File: src/pkg/asiu_pkg.sv
package asiu_pkg;
  // register byte addresses
  localparam logic [31:0] off_codec_chan_status = 32'hFFFAC048;
  localparam logic [31:0] off_codec_event_mask = 32'hFFFAC04C;
  localparam logic [31:0] off_global_status = 32'hFFFAC050;
  localparam logic [31:0] off_irq_enable_set = 32'hFFFAC054;
  localparam logic [31:0] off_irq_enable_clear = 32'hFFFAC058;
  localparam logic [31:0] off_irq_enable_view = 32'hFFFAC05C;

  // codec channel status and event mask fields
  localparam int bit_tx_holding_free = 0;
  localparam int bit_tx_fully_drained = 1;
  localparam int bit_tx_starved = 2;
  localparam int bit_rx_word_waiting = 4;
  localparam int bit_rx_overwritten = 5;
  localparam int codec_w = 6;
  localparam logic [5:0] codec_mask_bits = 6'h37;
  localparam logic [5:0] codec_mask_reset = 6'h00;

  // global status, enable and mask fields
  localparam int bit_sof = 0;
  localparam int bit_wake = 1;
  localparam int bit_codec_evt = 2;
  localparam int bit_chan_a_evt = 3;
  localparam int bit_chan_b_evt = 4;
  localparam int gsrc_w = 5;
  localparam logic [4:0] irq_mask_reset = 5'h00;

  // bus answers
  localparam logic [1:0] resp_okay = 2'h0;
  localparam logic [1:0] resp_slverr = 2'h2;
endpackage

File: src/core/asiu_top.sv
// Overview of operation
// codec event mask holds five enable bits
// start-of-frame flag set until status read
// wake flag set on serial input rising edge
// reading global status clears frame, wake flags
// codec event is masked codec status nonzero
// channel A event is status AND mode
// channel B event is status AND mode
// channel event flags follow their condition only
// enable-set writes of one enable sources
// enable-clear writes of one disable sources
// mask view shows enabled sources
// interrupt when flag and mask; reset disabled
// overrun sticky, cleared by codec status read
//
// Our own choice: the AXI4-Lite register port.
module asiu_top
  import asiu_pkg::*;
#(
  parameter int ADDR_W = 32,
  parameter int CHAN_W = 32
) (
  // clock and reset
  input wire logic aclk,
  input wire logic aresetn,
  // axi4-lite write address
  input wire logic [ADDR_W-1:0] s_axi_awaddr,
  input wire logic [2:0] s_axi_awprot,
  input wire logic s_axi_awvalid,
  output logic s_axi_awready,
  // axi4-lite write data
  input wire logic [31:0] s_axi_wdata,
  input wire logic [3:0] s_axi_wstrb,
  input wire logic s_axi_wvalid,
  output logic s_axi_wready,
  // axi4-lite write response
  output logic [1:0] s_axi_bresp,
  output logic s_axi_bvalid,
  input wire logic s_axi_bready,
  // axi4-lite read address
  input wire logic [ADDR_W-1:0] s_axi_araddr,
  input wire logic [2:0] s_axi_arprot,
  input wire logic s_axi_arvalid,
  output logic s_axi_arready,
  // axi4-lite read data
  output logic [31:0] s_axi_rdata,
  output logic [1:0] s_axi_rresp,
  output logic s_axi_rvalid,
  input wire logic s_axi_rready,
  // codec channel logic
  input wire logic tx_holding_free,
  input wire logic tx_fully_drained,
  input wire logic tx_starved_pulse,
  input wire logic rx_word_waiting,
  input wire logic rx_word_load,
  // channels a and b
  input wire logic [CHAN_W-1:0] chan_a_status,
  input wire logic [CHAN_W-1:0] chan_a_mode,
  input wire logic [CHAN_W-1:0] chan_b_status,
  input wire logic [CHAN_W-1:0] chan_b_mode,
  // frame timing and codec line
  input wire logic frame_start,
  input wire logic sdata_in,
  // interrupt
  output logic irq
);

  if (ADDR_W < 8 || ADDR_W > 32) begin : g_chk_addr
    $error("asiu_top: ADDR_W must lie in 8..32");
  end
  if (CHAN_W < 1 || CHAN_W > 32) begin : g_chk_chan
    $error("asiu_top: CHAN_W must lie in 1..32");
  end
  // every field position must lie inside the width the state is built from
  if (codec_w <= bit_rx_overwritten || gsrc_w <= bit_chan_b_evt) begin : g_chk_fields
    $error("asiu_top: field position outside its register width");
  end
  // each register takes one aligned word; the decode compares full byte addresses
  if (off_codec_chan_status[1:0] != 2'h0 || off_codec_event_mask[1:0] != 2'h0 ||
      off_global_status[1:0] != 2'h0 || off_irq_enable_set[1:0] != 2'h0 ||
      off_irq_enable_clear[1:0] != 2'h0 || off_irq_enable_view[1:0] != 2'h0) begin : g_chk_align
    $error("asiu_top: register offsets must be word aligned");
  end

  typedef struct packed {
    logic awready;
    logic wready;
    logic aw_got;
    logic w_got;
    logic [ADDR_W-1:0] waddr;
    logic [31:0] wdata;
    logic wlane0;
    logic bvalid;
    logic [1:0] bresp;
    logic arready;
    logic rvalid;
    logic [31:0] rdata;
    logic [1:0] rresp;
    logic [codec_w-1:0] codec_event_mask;
    logic [gsrc_w-1:0] irq_mask;
    logic sof;
    logic wake;
    logic sync1;
    logic sync2;
    logic sync3;
    logic codec_evt;
    logic chan_a_evt;
    logic chan_b_evt;
    logic tx_starved;
    logic rx_overwritten;
    logic irq;
  } asiu_state_type;

  asiu_state_type r;
  asiu_state_type next_r;

  // reset image built at elaboration, so the reset branch loads one constant
  function automatic asiu_state_type reset_value();
    asiu_state_type s;
    s = '0;
    s.awready = 1'b1;
    s.wready = 1'b1;
    s.arready = 1'b1;
    s.codec_event_mask = codec_mask_reset;
    s.irq_mask = irq_mask_reset;
    return s;
  endfunction

  localparam asiu_state_type state_at_reset = reset_value();

  // a narrow bus decodes only the low address bits
  function automatic logic hit(input logic [ADDR_W-1:0] a, input logic [31:0] off);
    hit = (a == off[ADDR_W-1:0]);
  endfunction

  logic [codec_w-1:0] codec_stat;
  logic [gsrc_w-1:0] gstat;
  logic do_write;
  logic do_read;
  logic rd_gstat;
  logic rd_codec;

  // address decode results and pending sources
  logic wr_cmask;
  logic wr_set;
  logic wr_clr;
  logic wr_ro;
  logic rd_cmask;
  logic rd_view;
  logic rd_wo;
  logic [gsrc_w-1:0] pend;

  always_comb begin
    next_r = r;

    codec_stat = '0;
    codec_stat[bit_tx_holding_free] = tx_holding_free;
    codec_stat[bit_tx_fully_drained] = tx_fully_drained;
    codec_stat[bit_tx_starved] = r.tx_starved;
    codec_stat[bit_rx_word_waiting] = rx_word_waiting;
    codec_stat[bit_rx_overwritten] = r.rx_overwritten;

    gstat = '0;
    gstat[bit_sof] = r.sof;
    gstat[bit_wake] = r.wake;
    gstat[bit_codec_evt] = r.codec_evt;
    gstat[bit_chan_a_evt] = r.chan_a_evt;
    gstat[bit_chan_b_evt] = r.chan_b_evt;

    // one compare per register, shared by the branches below
    wr_cmask = hit(r.waddr, off_codec_event_mask);
    wr_set = hit(r.waddr, off_irq_enable_set);
    wr_clr = hit(r.waddr, off_irq_enable_clear);
    wr_ro = hit(r.waddr, off_global_status) || hit(r.waddr, off_irq_enable_view) ||
            hit(r.waddr, off_codec_chan_status);
    rd_cmask = hit(s_axi_araddr, off_codec_event_mask);
    rd_view = hit(s_axi_araddr, off_irq_enable_view);
    rd_wo = hit(s_axi_araddr, off_irq_enable_set) || hit(s_axi_araddr, off_irq_enable_clear);

    // write channels, taken in either order
    // ready stays low until the answer is taken, so writes never overlap
    if (s_axi_awvalid && r.awready) begin
      next_r.awready = 1'b0;
      next_r.aw_got = 1'b1;
      next_r.waddr = s_axi_awaddr;
    end
    if (s_axi_wvalid && r.wready) begin
      next_r.wready = 1'b0;
      next_r.w_got = 1'b1;
      next_r.wdata = s_axi_wdata;
      next_r.wlane0 = s_axi_wstrb[0];
    end

    do_write = r.aw_got && r.w_got && !r.bvalid;
    if (do_write) begin
      next_r.aw_got = 1'b0;
      next_r.w_got = 1'b0;
      next_r.bvalid = 1'b1;
      next_r.bresp = resp_okay;
      // every field sits in byte lane 0
      if (wr_cmask) begin
        if (r.wlane0) begin
          next_r.codec_event_mask = r.wdata[codec_w-1:0] & codec_mask_bits;
        end
      end else if (wr_set) begin
        if (r.wlane0) begin
          next_r.irq_mask = r.irq_mask | r.wdata[gsrc_w-1:0];
        end
      end else if (wr_clr) begin
        if (r.wlane0) begin
          next_r.irq_mask = r.irq_mask & ~r.wdata[gsrc_w-1:0];
        end
      end else if (!wr_ro) begin
        // read-only words answer OKAY and change nothing; the rest are unmapped
        next_r.bresp = resp_slverr;
      end
    end
    if (r.bvalid && s_axi_bready) begin
      next_r.bvalid = 1'b0;
      next_r.awready = 1'b1;
      next_r.wready = 1'b1;
    end

    // read channel, one outstanding
    // rdata is captured at the take, so a flag this read clears still reads 1
    do_read = s_axi_arvalid && r.arready;
    rd_gstat = do_read && hit(s_axi_araddr, off_global_status);
    rd_codec = do_read && hit(s_axi_araddr, off_codec_chan_status);
    if (do_read) begin
      next_r.arready = 1'b0;
      next_r.rvalid = 1'b1;
      next_r.rdata = '0;
      next_r.rresp = resp_okay;
      if (rd_cmask) begin
        next_r.rdata[codec_w-1:0] = r.codec_event_mask;
      end else if (rd_gstat) begin
        next_r.rdata[gsrc_w-1:0] = gstat;
      end else if (rd_view) begin
        next_r.rdata[gsrc_w-1:0] = r.irq_mask;
      end else if (rd_codec) begin
        next_r.rdata[codec_w-1:0] = codec_stat;
      end else if (!rd_wo) begin
        next_r.rresp = resp_slverr;
      end
    end
    if (r.rvalid && s_axi_rready) begin
      next_r.rvalid = 1'b0;
      next_r.arready = 1'b1;
    end

    // clear on read first, so a same-cycle event still sets
    if (rd_gstat) begin
      next_r.sof = 1'b0;
      next_r.wake = 1'b0;
    end
    if (frame_start) begin
      next_r.sof = 1'b1;
    end

    // sync1 feeds only sync2; edge seen between sync2 and sync3
    // clocked detector: a wake pulse shorter than one clock can be missed
    next_r.sync1 = sdata_in;
    next_r.sync2 = r.sync1;
    next_r.sync3 = r.sync2;
    if (r.sync2 && !r.sync3) begin
      next_r.wake = 1'b1;
    end

    // clear first and set after, so an event in the read cycle is kept
    if (rd_codec) begin
      next_r.rx_overwritten = 1'b0;
      next_r.tx_starved = 1'b0;
    end
    if (rx_word_load && rx_word_waiting) begin
      next_r.rx_overwritten = 1'b1;
    end
    if (tx_starved_pulse) begin
      next_r.tx_starved = 1'b1;
    end

    // level flags, no read side effect
    // registered, so each flag lags its condition by one cycle
    next_r.codec_evt = |(codec_stat & r.codec_event_mask);
    next_r.chan_a_evt = |(chan_a_status & chan_a_mode);
    next_r.chan_b_evt = |(chan_b_status & chan_b_mode);

    // taken from a register, one cycle behind the flags it watches
    pend = gstat & r.irq_mask;
    next_r.irq = |pend;
  end

  always_ff @(posedge aclk) begin
    if (!aresetn) begin
      r <= state_at_reset;
    end else begin
      r <= next_r;
    end
  end

  assign s_axi_awready = r.awready;
  assign s_axi_wready = r.wready;
  assign s_axi_bvalid = r.bvalid;
  assign s_axi_bresp = r.bresp;
  assign s_axi_arready = r.arready;
  assign s_axi_rvalid = r.rvalid;
  assign s_axi_rdata = r.rdata;
  assign s_axi_rresp = r.rresp;
  assign irq = r.irq;

endmodule

File: config.mk
export PLATFORM = sky130hd
export DESIGN_NAME = asiu_top
export DESIGN_NICKNAME = d
export VERILOG_FILES = /design/src/pkg/asiu_pkg.sv /design/src/core/asiu_top.sv
export SDC_FILE = /design/constraint.sdc
export NUM_CORES = 1
export LEC_CHECK = 0
export ABC_CLOCK_PERIOD_IN_PS = 1800
export BUFFER_PORTS_ARGS = -buffer_cell sky130_fd_sc_hd__buf_2
export CAP_MARGIN = 25
export CORE_ASPECT_RATIO = 0.6
export CORE_MARGIN = 5
export CORE_UTILIZATION = 40
export DETAILED_ROUTE_END_ITERATION = 8
export PLACE_DENSITY = 0.81
export SLEW_MARGIN = 20
export SYNTH_ARGS = -nofsm -noshare
export SYNTH_HDL_FRONTEND = slang
export SYNTH_SLANG_ARGS = --single-unit
File: constraint.sdc
create_clock -name aclk -period 1.8 [get_ports aclk]
set_clock_uncertainty 0.05 [all_clocks]
set_input_delay 0 -clock aclk [delete_from_list [all_inputs] [get_ports aclk]]
set_output_delay 0 -clock aclk [all_outputs]
set_load 0.02 [all_outputs]
==> impl_metrics.py, run 1 <==
metrics = {
    "timing": {
        "finalCritPeriodShare_pct": 97.3,
        "drv_slew": 0,
        "period_needed_ns": 1.75,
        "slew_headroom_pct": 60.4,
        "fin_ws_ns": 0.0479,
        "hold_violations": 1,
        "timing.hold.ws_ns": -0.00262,
        "fin_setup_tns_ns": 0,
        "fmaxAchievable_mhz": 571,
        "tightest_slew_ns": 0.591,
        "final-setup-viol-count": 0,
    },
    "pwr": {
        "pwr-share-comb_pct": 17.6,
        "swShare_pct": 24.1,
        "seqPwrFrac_pct": 39.9,
        "intPower_mw": 3.41,
        "power_leakage_nw": 2.82,
        "switchingPower_mw": 1.08,
        "p_total_mw": 4.49,
        "p_per_area_mw_per_mm2": 738,
        "peakVddDrop_uv": 452,
        "clockPowerShare_pct": 42.5,
    },
    "critical_path": {
        "start_kind": "flop",
        "cpPeakStageDelay_ns": 0.43,
        "critPathTopFamily": "simple AND/OR/NAND/NOR gates",
        "cp_max_fo": 7,
        "cp_slowest_cell": "nor4bb_1",
        "r2r_slack_ns": 0.05,
        "timing_worst_setup_path_type": "reg -> reg",
        "crit_chain": "nor4bb_1, and4_2, nand4_2, mux2i_1",
        "crit_arrival_ns": 1.96,
        "end_kind": "flop",
        "path_buf_inv": 0,
        "required_ns": 2.01,
    },
    "global_routing": {
        "grt_max_degree": 34,
        "grt_pass1_vias": 4606,
        "gr-usage-all-layers_pct": 23.4,
        "grt_overflow": 0,
        "grt_first_pass_wirelength_um": 21700,
        "grt_antenna_before_repair": 1,
    },
    "placement": {
        "port_buffers": 226,
        "placed_cell_area_sq_mm": 0.00490,
        "dp.cells": 790,
        "place_ws_ns": 0.121,
        "gp_congestion": 0.903,
        "place_hpwl_um": 10500,
    },
    "synthesis": {
        "synth-async-reset-ratio_pct": 0,
        "syn_area_per_cell_sq_um": 8.29,
        "synth_cells": 454,
        "syn_area_sq_mm": 0.00376,
        "ys_seq_area_share_pct": 39.9,
        "yosysUniqueCellTypes": 46,
        "yosysWarningCount": 0,
        "synthFlopType": "dfxtp_1",
        "synth_enable_flop_cells": 0,
        "yosys_register_bits": 75,
    },
    "cts": {
        "path_clk_slew_ns": 0.06,
        "clk_path_buf_depth": 2,
        "cts_sinks": 75,
        "clock_latency_ns": 0.33,
        "clock-root-buffer": "clkbuf_16",
        "htreeDepth": 3,
        "cts_made_buffers": 9,
        "cts_tree": "yes",
    },
    "route": {
        "vias_per_cell": 5.00,
        "first_pass_iters": 6,
        "vias": 4456,
        "wl_per_cell_um": 15.9,
        "drt_iter0_drc": 300,
        "ant_nets": 0,
        "wl_um": 14200,
        "drc": 0,
    },
    "layout": {
        "stdcell_area_sq_mm": 0.00609,
        "layout.nets": 1003,
        "syn_to_final_growth_pct": 61.7,
        "final_util_pct": 66.3,
        "instances_no_fill": 891,
        "layout_common_cells": "226 x buf_2, 92 x nand2_1, 83 x dlygate4sd3_1",
        "layout_commonest_cell": "buf_2",
        "drive_above_1_share_pct": 35.4,
    },
    "job": {
        "cap_violations": 0,
    },
    "floorplanning": {
        "num_io_pins": 290,
        "die_h_um": 85.2,
        "die_x_um": 135,
        "dieArea_sq_mm": 0.0115,
        "rows": 27,
        "start_util_pct": 41.0,
        "core_sq_mm": 0.00919,
    },
    "outcome": {
        "outcome": "finished, violations left",
        "violations": "negative hold slack",
    },
    "worst_hold_path": {
        "hold_path.class": "in -> reg",
    },
}
## metal layers
layer | GRT usage (%) | routed length [um]
met5 | 0 | 0
met4 | 7.23 | 282
met3 | 6.99 | 1070
met2 | 40.2 | 6840
met1 | 28.4 | 5970
## kinds of logic after synthesis
family,after synthesis,share of synthesized area [%]
muxes,7,1.89
other,1,0.0996
xor gates and xnor gates,1,0.233
DFF,75,39.9
buffers and inverters,66,10.2
and+or+nand+nor,181,25.7
AOI/OAI and AO/OA,123,22.1
## worst register-to-register path, cell delays in order (launching register included)
cell      delay (ns)
dfxtp_1         0.34
nor4bb_1        0.43
and4_2          0.38
nand4_2         0.23
mux2i_1         0.25
## power by group through the flow
stage	sequential, mW	combinational [mW]	clock, mW
CTS	1.79	0.767	1.94
floorplan	1.82	0.345	0
global route	1.80	0.861	2.03
finish	1.79	0.790	1.91
detailed placement	1.83	0.615	0
global placement	1.82	0.594	0
## flip-flops by register name, indices dropped and copies added, names as in the netlist, 2 cells and up, named ones only
| name | count |
|---|---|
| r | 47 |
| s_axi_rdata | 6 |
| gstat | 5 |
| codec_stat | 2 |
| next_r | 2 |
## worst paths after layout
check,startpoint,endpoint,cells after the start
worst max-delay path,r[108],r[20],4
worst min-delay path,chan_b_mode[1],gstat[4],4
worst max register to register,r[108],r[20],4
worst min register to register,next_r[7],next_r[6],1
## cell usage after synthesis, types with 8 or more instances
cell type | instances | area (sq um)
nand3_1 | 11 | 55.1
a22oi_1 | 18 | 135
a221oi_1 | 8 | 70.1
a21oi_1 | 51 | 255
nand4_1 | 11 | 68.8
clkbuf_1 | 21 | 78.8
nor4b_1 | 8 | 70.1
a22o_1 | 8 | 70.1
nand2b_1 | 9 | 56.3
dfxtp_1 | 75 | 1500
nor2_1 | 12 | 45.0
nand2_1 | 92 | 345
buf_4 | 36 | 270
## layout make-up
cell class	instances	area, sq um
diodes	1	2.50
clock buffers	12	246
clock inverters	4	73.8
fillers	777	3100
inverters	8	30.0
multi-input cells	340	2010
flip-flops and latches	75	1500
well taps	130	163
repair buffers	321	2060
## repair_timing
item                                    in CTS  in global routing
resized for setup                            0                  5
endpoints found under the setup margin       0                 12
hold endpoints to repair                    53                  0
hold buffers                                83                  0
setup buffers                                0                  1
(Power assumes the default switching activity.)
==> run 2, diff against run 1 <==
--- a/config.mk
+++ b/config.mk
@@ -5,14 +5,14 @@
 export SDC_FILE = /design/constraint.sdc
 export NUM_CORES = 1
 export LEC_CHECK = 0
-export ABC_CLOCK_PERIOD_IN_PS = 1800
+export ABC_CLOCK_PERIOD_IN_PS = 1600
 export BUFFER_PORTS_ARGS = -buffer_cell sky130_fd_sc_hd__buf_2
 export CAP_MARGIN = 25
 export CORE_ASPECT_RATIO = 0.6
 export CORE_MARGIN = 5
-export CORE_UTILIZATION = 40
+export CORE_UTILIZATION = 36
 export DETAILED_ROUTE_END_ITERATION = 8
-export PLACE_DENSITY = 0.81
+export PLACE_DENSITY = 0.77
 export SLEW_MARGIN = 20
 export SYNTH_ARGS = -nofsm -noshare
 export SYNTH_HDL_FRONTEND = slang
==> constraint.sdc (replaced) <==
create_clock -name aclk -period 1.6 [get_ports aclk]
set_clock_uncertainty 0.05 [all_clocks]
set_input_delay 0 -clock aclk [delete_from_list [all_inputs] [get_ports aclk]]
set_output_delay 0 -clock aclk [all_outputs]
set_load 0.02 [all_outputs]
==> run 2 against run 1 <==
Net effect:
- the flow still finishes with violations (negative hold slack)
- routed wire length down 3.0%
- hold slack worse by 0.0048 ns
- sequential cell count unchanged
- clock power up 4%
- utilization down 5.5 points
- sequential share of layout area about the same
- global-route usage down 2.5 points
==> impl_metrics.py, run 2 (synthesis results as in run 1) <==
metrics = {
    "layout": {
        "fill_cells": 837,
        "stdcell_area_sq_mm": 0.00609,
        "syn_to_final_growth_pct": 61.7,
        "layout.nets": 1003,
        "layout_commonest_cell": "buf_2",
        "drive_above_1_share_pct": 36.4,
        "largest_reg_flops": 47,
        "layout_common_cells": "226 x buf_2, 91 x nand2_1, 80 x dlygate4sd3_1",
        "instances_no_fill": 894,
        "diodes": 0,
        "final_util_pct": 60.8,
        "top_register": "r",
    },
    "timing": {
        "timing.hold.ws_ns": -0.00746,
        "finalCritPeriodShare_pct": 96.3,
        "fin_setup_tns_ns": 0,
        "tightest_slew_ns": 0.531,
        "fin_ws_ns": 0.0591,
        "slew_headroom_pct": 64.3,
        "drv_slew": 0,
        "period_needed_ns": 1.54,
        "final-setup-viol-count": 0,
        "hold_violations": 1,
        "rsz0062_at_grt": "no",
        "fmaxAchievable_mhz": 649,
    },
    "floorplanning": {
        "core_sq_mm": 0.0100,
        "die_h_um": 89.2,
        "die_x_um": 142,
        "num_io_pins": 290,
        "rows": 28,
        "start_util_pct": 37.6,
        "dieArea_sq_mm": 0.0127,
    },
    "critical_path": {
        "reg2reg_depth": 3,
        "timing_worst_setup_path_type": "reg -> reg",
        "critPathLaunch": "codec_stat[5]",
        "end_kind": "flop",
        "crit_arrival_ns": 1.70,
        "start_kind": "flop",
        "timing.rr.end": "gstat[2]",
        "cp_max_fo": 3,
        "r2r_start": "codec_stat[5]",
        "required_ns": 1.76,
        "r2r_slack_ns": 0.06,
    },
    "route": {
        "drt_iter0_drc": 289,
        "wl_per_cell_um": 15.4,
        "vias_per_cell": 5.01,
        "vias": 4482,
        "drc": 0,
        "wl_um": 13700,
        "first_pass_iters": 5,
        "ant_nets": 0,
    },
    "worst_hold_path": {
        "whs_path_depth": 4,
        "hp-start": "chan_b_mode[16]",
        "hold_path.class": "in -> reg",
        "hold_path_end": "gstat[4]",
    },
    "global_routing": {
        "grt_first_pass_wirelength_um": 21100,
        "grt_antenna_before_repair": 0,
        "grt_max_degree": 53,
        "grt_pass1_vias": 4570,
        "grt_overflow": 0,
        "gr-usage-all-layers_pct": 20.9,
    },
    "placement": {
        "dp.cells": 797,
        "port_buffers": 226,
        "place_hpwl_um": 10300,
        "placed_cell_area_sq_mm": 0.00492,
        "gp_congestion": 0.980,
        "place_ws_ns": -0.00242,
    },
    "pwr": {
        "clockPowerShare_pct": 40.8,
        "switchingPower_mw": 1.18,
        "p_total_mw": 4.89,
        "swShare_pct": 24.2,
        "seqPwrFrac_pct": 41.2,
        "peakVddDrop_uv": 607,
        "p_per_area_mw_per_mm2": 802,
        "intPower_mw": 3.70,
        "power_leakage_nw": 2.82,
        "pwr-share-comb_pct": 18.0,
    },
    "job": {
        "cap_violations": 0,
    },
    "cts": {
        "clock_latency_ns": 0.33,
        "path_clk_slew_ns": 0.05,
        "cts_sinks": 75,
        "clock-root-buffer": "clkbuf_16",
        "clk_path_buf_depth": 2,
        "cts_made_buffers": 9,
        "cts_tree": "yes",
        "htreeDepth": 3,
    },
    "outcome": {
        "outcome": "finished, violations left",
        "violations": "negative hold slack",
    },
}
## run 2: critical path, stage by stage, from the launching register on
cell           delay, ns
dfxtp_1             0.33
a222oi_1            0.38
a21oi_1             0.11
dlygate4sd3_1       0.57
## run 2: repair_timing
action / CTS / global route
setup buffers: 1 / 1
setup endpoints to repair: 7 / 16
gates resized for setup: 2 / 12
hold buffers: 82 / 0
pin swaps: 0 / 5
hold endpoints to repair: 52 / 0
## run 2: layout make-up
cell class	count	area (sq um)	area share, %
Multi-Input combinational cell	340	2030	33.4
Clock buffer	13	260	4.27
Tap cell	135	169	2.77
Clock inverter	2	35.0	0.575
Timing Repair Buffer	321	2060	33.8
Sequential cell	75	1500	24.7
Inverter	8	30.0	0.493
## run 2: worst max path at each step
stage / endpoint / slack, ns / depth (start not counted)
finish: gstat[2] / 0.06 / 3
global route: s_axi_rdata[1] / 0.002 / 4
CTS: flop / 0.03 / 4
detailed placement: r[16] / -0.002 / 5
global placement: r[18] / 0.02 / 4
floorplan: flop / 0.06 / 5
## run 2: routing by layer
layer / vias to the layer above / wire (um) / global-route usage (%)
li1: 2206 / - / -
met4: 0 / 328 / 8.62
met2: 205 / 6980 / 39.3
met1: 2044 / 5390 / 23.3
met3: 27 / 1050 / 4.54
met5: - / 0 / 0
## run 2: power by group through the flow
stage	registers, mW	logic (mW)	clock network, mW
final	2.01	0.880	1.99
after global routing	2.02	0.963	2.11
after CTS	2.01	0.862	2.04
after detailed placement	2.05	0.700	0
after global placement	2.05	0.678	0
after floorplan	2.04	0.388	0
==> run 3, diff against run 2 <==
--- a/config.mk
+++ b/config.mk
@@ -8,7 +8,7 @@
 export ABC_CLOCK_PERIOD_IN_PS = 1600
 export BUFFER_PORTS_ARGS = -buffer_cell sky130_fd_sc_hd__buf_2
 export CAP_MARGIN = 25
-export CORE_ASPECT_RATIO = 0.6
+export CORE_ASPECT_RATIO = 2
 export CORE_MARGIN = 5
 export CORE_UTILIZATION = 36
 export DETAILED_ROUTE_END_ITERATION = 8
==> run 3 against run 2 <==
Net effect:
- the flow now finishes without violations
- global-route usage grew 0.18 points
- sequential share of layout area grew 0.30 points
- design area shrank 1.2%
- fmax is essentially flat
- critical path depth grew 1
- sequential power is essentially flat
- hold slack gained 0.0093 ns
- register-to-register slack is essentially flat
- setup slack is essentially flat
- die area grew 0.45%
- first-iteration DRC count shrank 11%
==> impl_metrics.py, run 3 (synthesis results as in run 1) <==
metrics = {
    "cts": {
        "cts_made_buffers": 9,
        "clock-root-buffer": "clkbuf_16",
        "clk_path_buf_depth": 2,
        "cts_tree": "yes",
        "path_clk_slew_ns": 0.06,
        "htreeDepth": 3,
        "cts_sinks": 75,
        "clock_latency_ns": 0.33,
    },
    "route": {
        "ant_nets": 0,
        "wl_per_cell_um": 15.9,
        "first_pass_iters": 4,
        "drt_iter0_drc": 256,
        "met3WireLength_um": 1250,
        "wl_met2_um": 7920,
        "drc": 0,
        "wl_um": 14100,
        "met1Wirelength_um": 4650,
        "vias_per_cell": 5.06,
        "vias": 4497,
        "top_layer": "met4",
    },
    "timing": {
        "drv_slew": 0,
        "hold_violations": 0,
        "tightest_slew_ns": 0.636,
        "fin_ws_ns": 0.0588,
        "period_needed_ns": 1.54,
        "fmaxAchievable_mhz": 649,
        "rsz0062_at_grt": "no",
        "fin_setup_tns_ns": 0,
        "slew_headroom_pct": 57.3,
        "finalCritPeriodShare_pct": 96.3,
        "final-setup-viol-count": 0,
    },
    "placement": {
        "port_buffers": 226,
        "placed_cell_area_sq_mm": 0.00494,
        "place_hpwl_um": 10700,
        "dp.cells": 801,
        "place_ws_ns": -0.0289,
        "gp_congestion": 0.845,
    },
    "floorplanning": {
        "num_io_pins": 290,
        "rows": 53,
        "core_sq_mm": 0.0104,
        "dieArea_sq_mm": 0.0127,
        "start_util_pct": 36.2,
        "die_h_um": 155,
        "die_x_um": 82.3,
    },
    "layout": {
        "syn_to_final_growth_pct": 59.8,
        "layout_common_cells": "226 x buf_2, 92 x nand2_1, 74 x dfxtp_1",
        "top_register": "r",
        "instances_no_fill": 888,
        "diodes": 0,
        "layout_commonest_cell": "buf_2",
        "largest_reg_flops": 47,
        "layout.nets": 994,
        "stdcell_area_sq_mm": 0.00602,
        "drive_above_1_share_pct": 37.2,
    },
    "global_routing": {
        "grt_first_pass_wirelength_um": 20700,
        "grt_max_degree": 39,
        "grt_antenna_before_repair": 0,
        "grt_overflow": 0,
        "gr-usage-all-layers_pct": 21.1,
        "grt_pass1_vias": 4666,
    },
    "critical_path": {
        "r2r_start": "r[112]",
        "start_kind": "flop",
        "end_kind": "flop",
        "cp_max_fo": 5,
        "timing.rr.end": "r[17]",
        "timing_worst_setup_path_type": "reg -> reg",
        "reg2reg_depth": 4,
        "required_ns": 1.76,
        "r2r_slack_ns": 0.06,
        "crit_arrival_ns": 1.70,
    },
    "pwr": {
        "peakVddDrop_uv": 857,
        "power_leakage_nw": 2.79,
        "p_per_area_mw_per_mm2": 841,
        "p_total_mw": 5.06,
    },
    "worst_hold_path": {
        "hold_path_end": "gstat[4]",
        "hold_path.class": "in -> reg",
        "whs_path_depth": 4,
        "hp-start": "chan_b_status[16]",
    },
    "outcome": {
        "outcome": "completed",
    },
    "job": {
        "cap_violations": 0,
    },
}
[run 3: timing repair]
action                                  CTS  global route
endpoints found under the hold margin    52             0
buffers inserted                          2             0
pin swaps                                 0             5
endpoints found under the setup margin    7            14
hold buffers                             71             0
gates resized for setup                   2             7
[run 3: area by class of cell]
| cell class | count | area (sq um) |
|---|---|---|
| Clock buffer | 12 | 256 |
| Clock inverter | 4 | 72.6 |
| Fill cell | 880 | 4390 |
| Inverter | 8 | 30.0 |
| Multi-Input combinational cell | 340 | 2020 |
| Sequential cell | 75 | 1500 |
| Tap cell | 137 | 171 |
| Timing Repair Buffer | 312 | 1960 |
[run 3: critical path, cell delays in order, from the launching register on]
cell	delay, ns
dfxtp_1	0.30
nand4b_1	0.21
nor4_4	0.37
nand4_2	0.30
mux2i_1	0.19
[run 3: worst max-delay path by stage]
stage | from | end | slack, ns | depth (start not counted)
after floorplan | s_axi_bvalid | flop | 0.06 | 5
after global placement | r[108] | r[17] | 0.05 | 4
after detailed placement | s_axi_bvalid | flop | -0.03 | 4
after CTS | r[102] | r[17] | 0.003 | 4
after global routing | r[94] | r[17] | 0.002 | 4
final | r[112] | r[17] | 0.06 | 4
[run 3: where the power goes]
| group | internal, mW | switching [mW] |
|---|---|---|
| combinational | 0.452 | 0.407 |
| clock | 1.45 | 0.735 |
| sequential | 1.96 | 0.0627 |
[run 3: routing by layer]
metal | global-route usage (%) | vias to the layer above
met2 | 42.4 | 222
li1 | - | 2180
met1 | 18.2 | 2064
met3 | 5.24 | 31
met5 | 0 | -
met4 | 8.72 | 0
[run 3: through the flow]
stage	hold WS [ns]	utilization [%]
5_1_grt	0.0142	57.8
6_report	0.00185	57.8
3_5_place_dp	0.176	47.5
3_3_place_gp	0.163	47.5
4_1_cts	0.00398	57.7
2_1_floorplan	0.0504	-
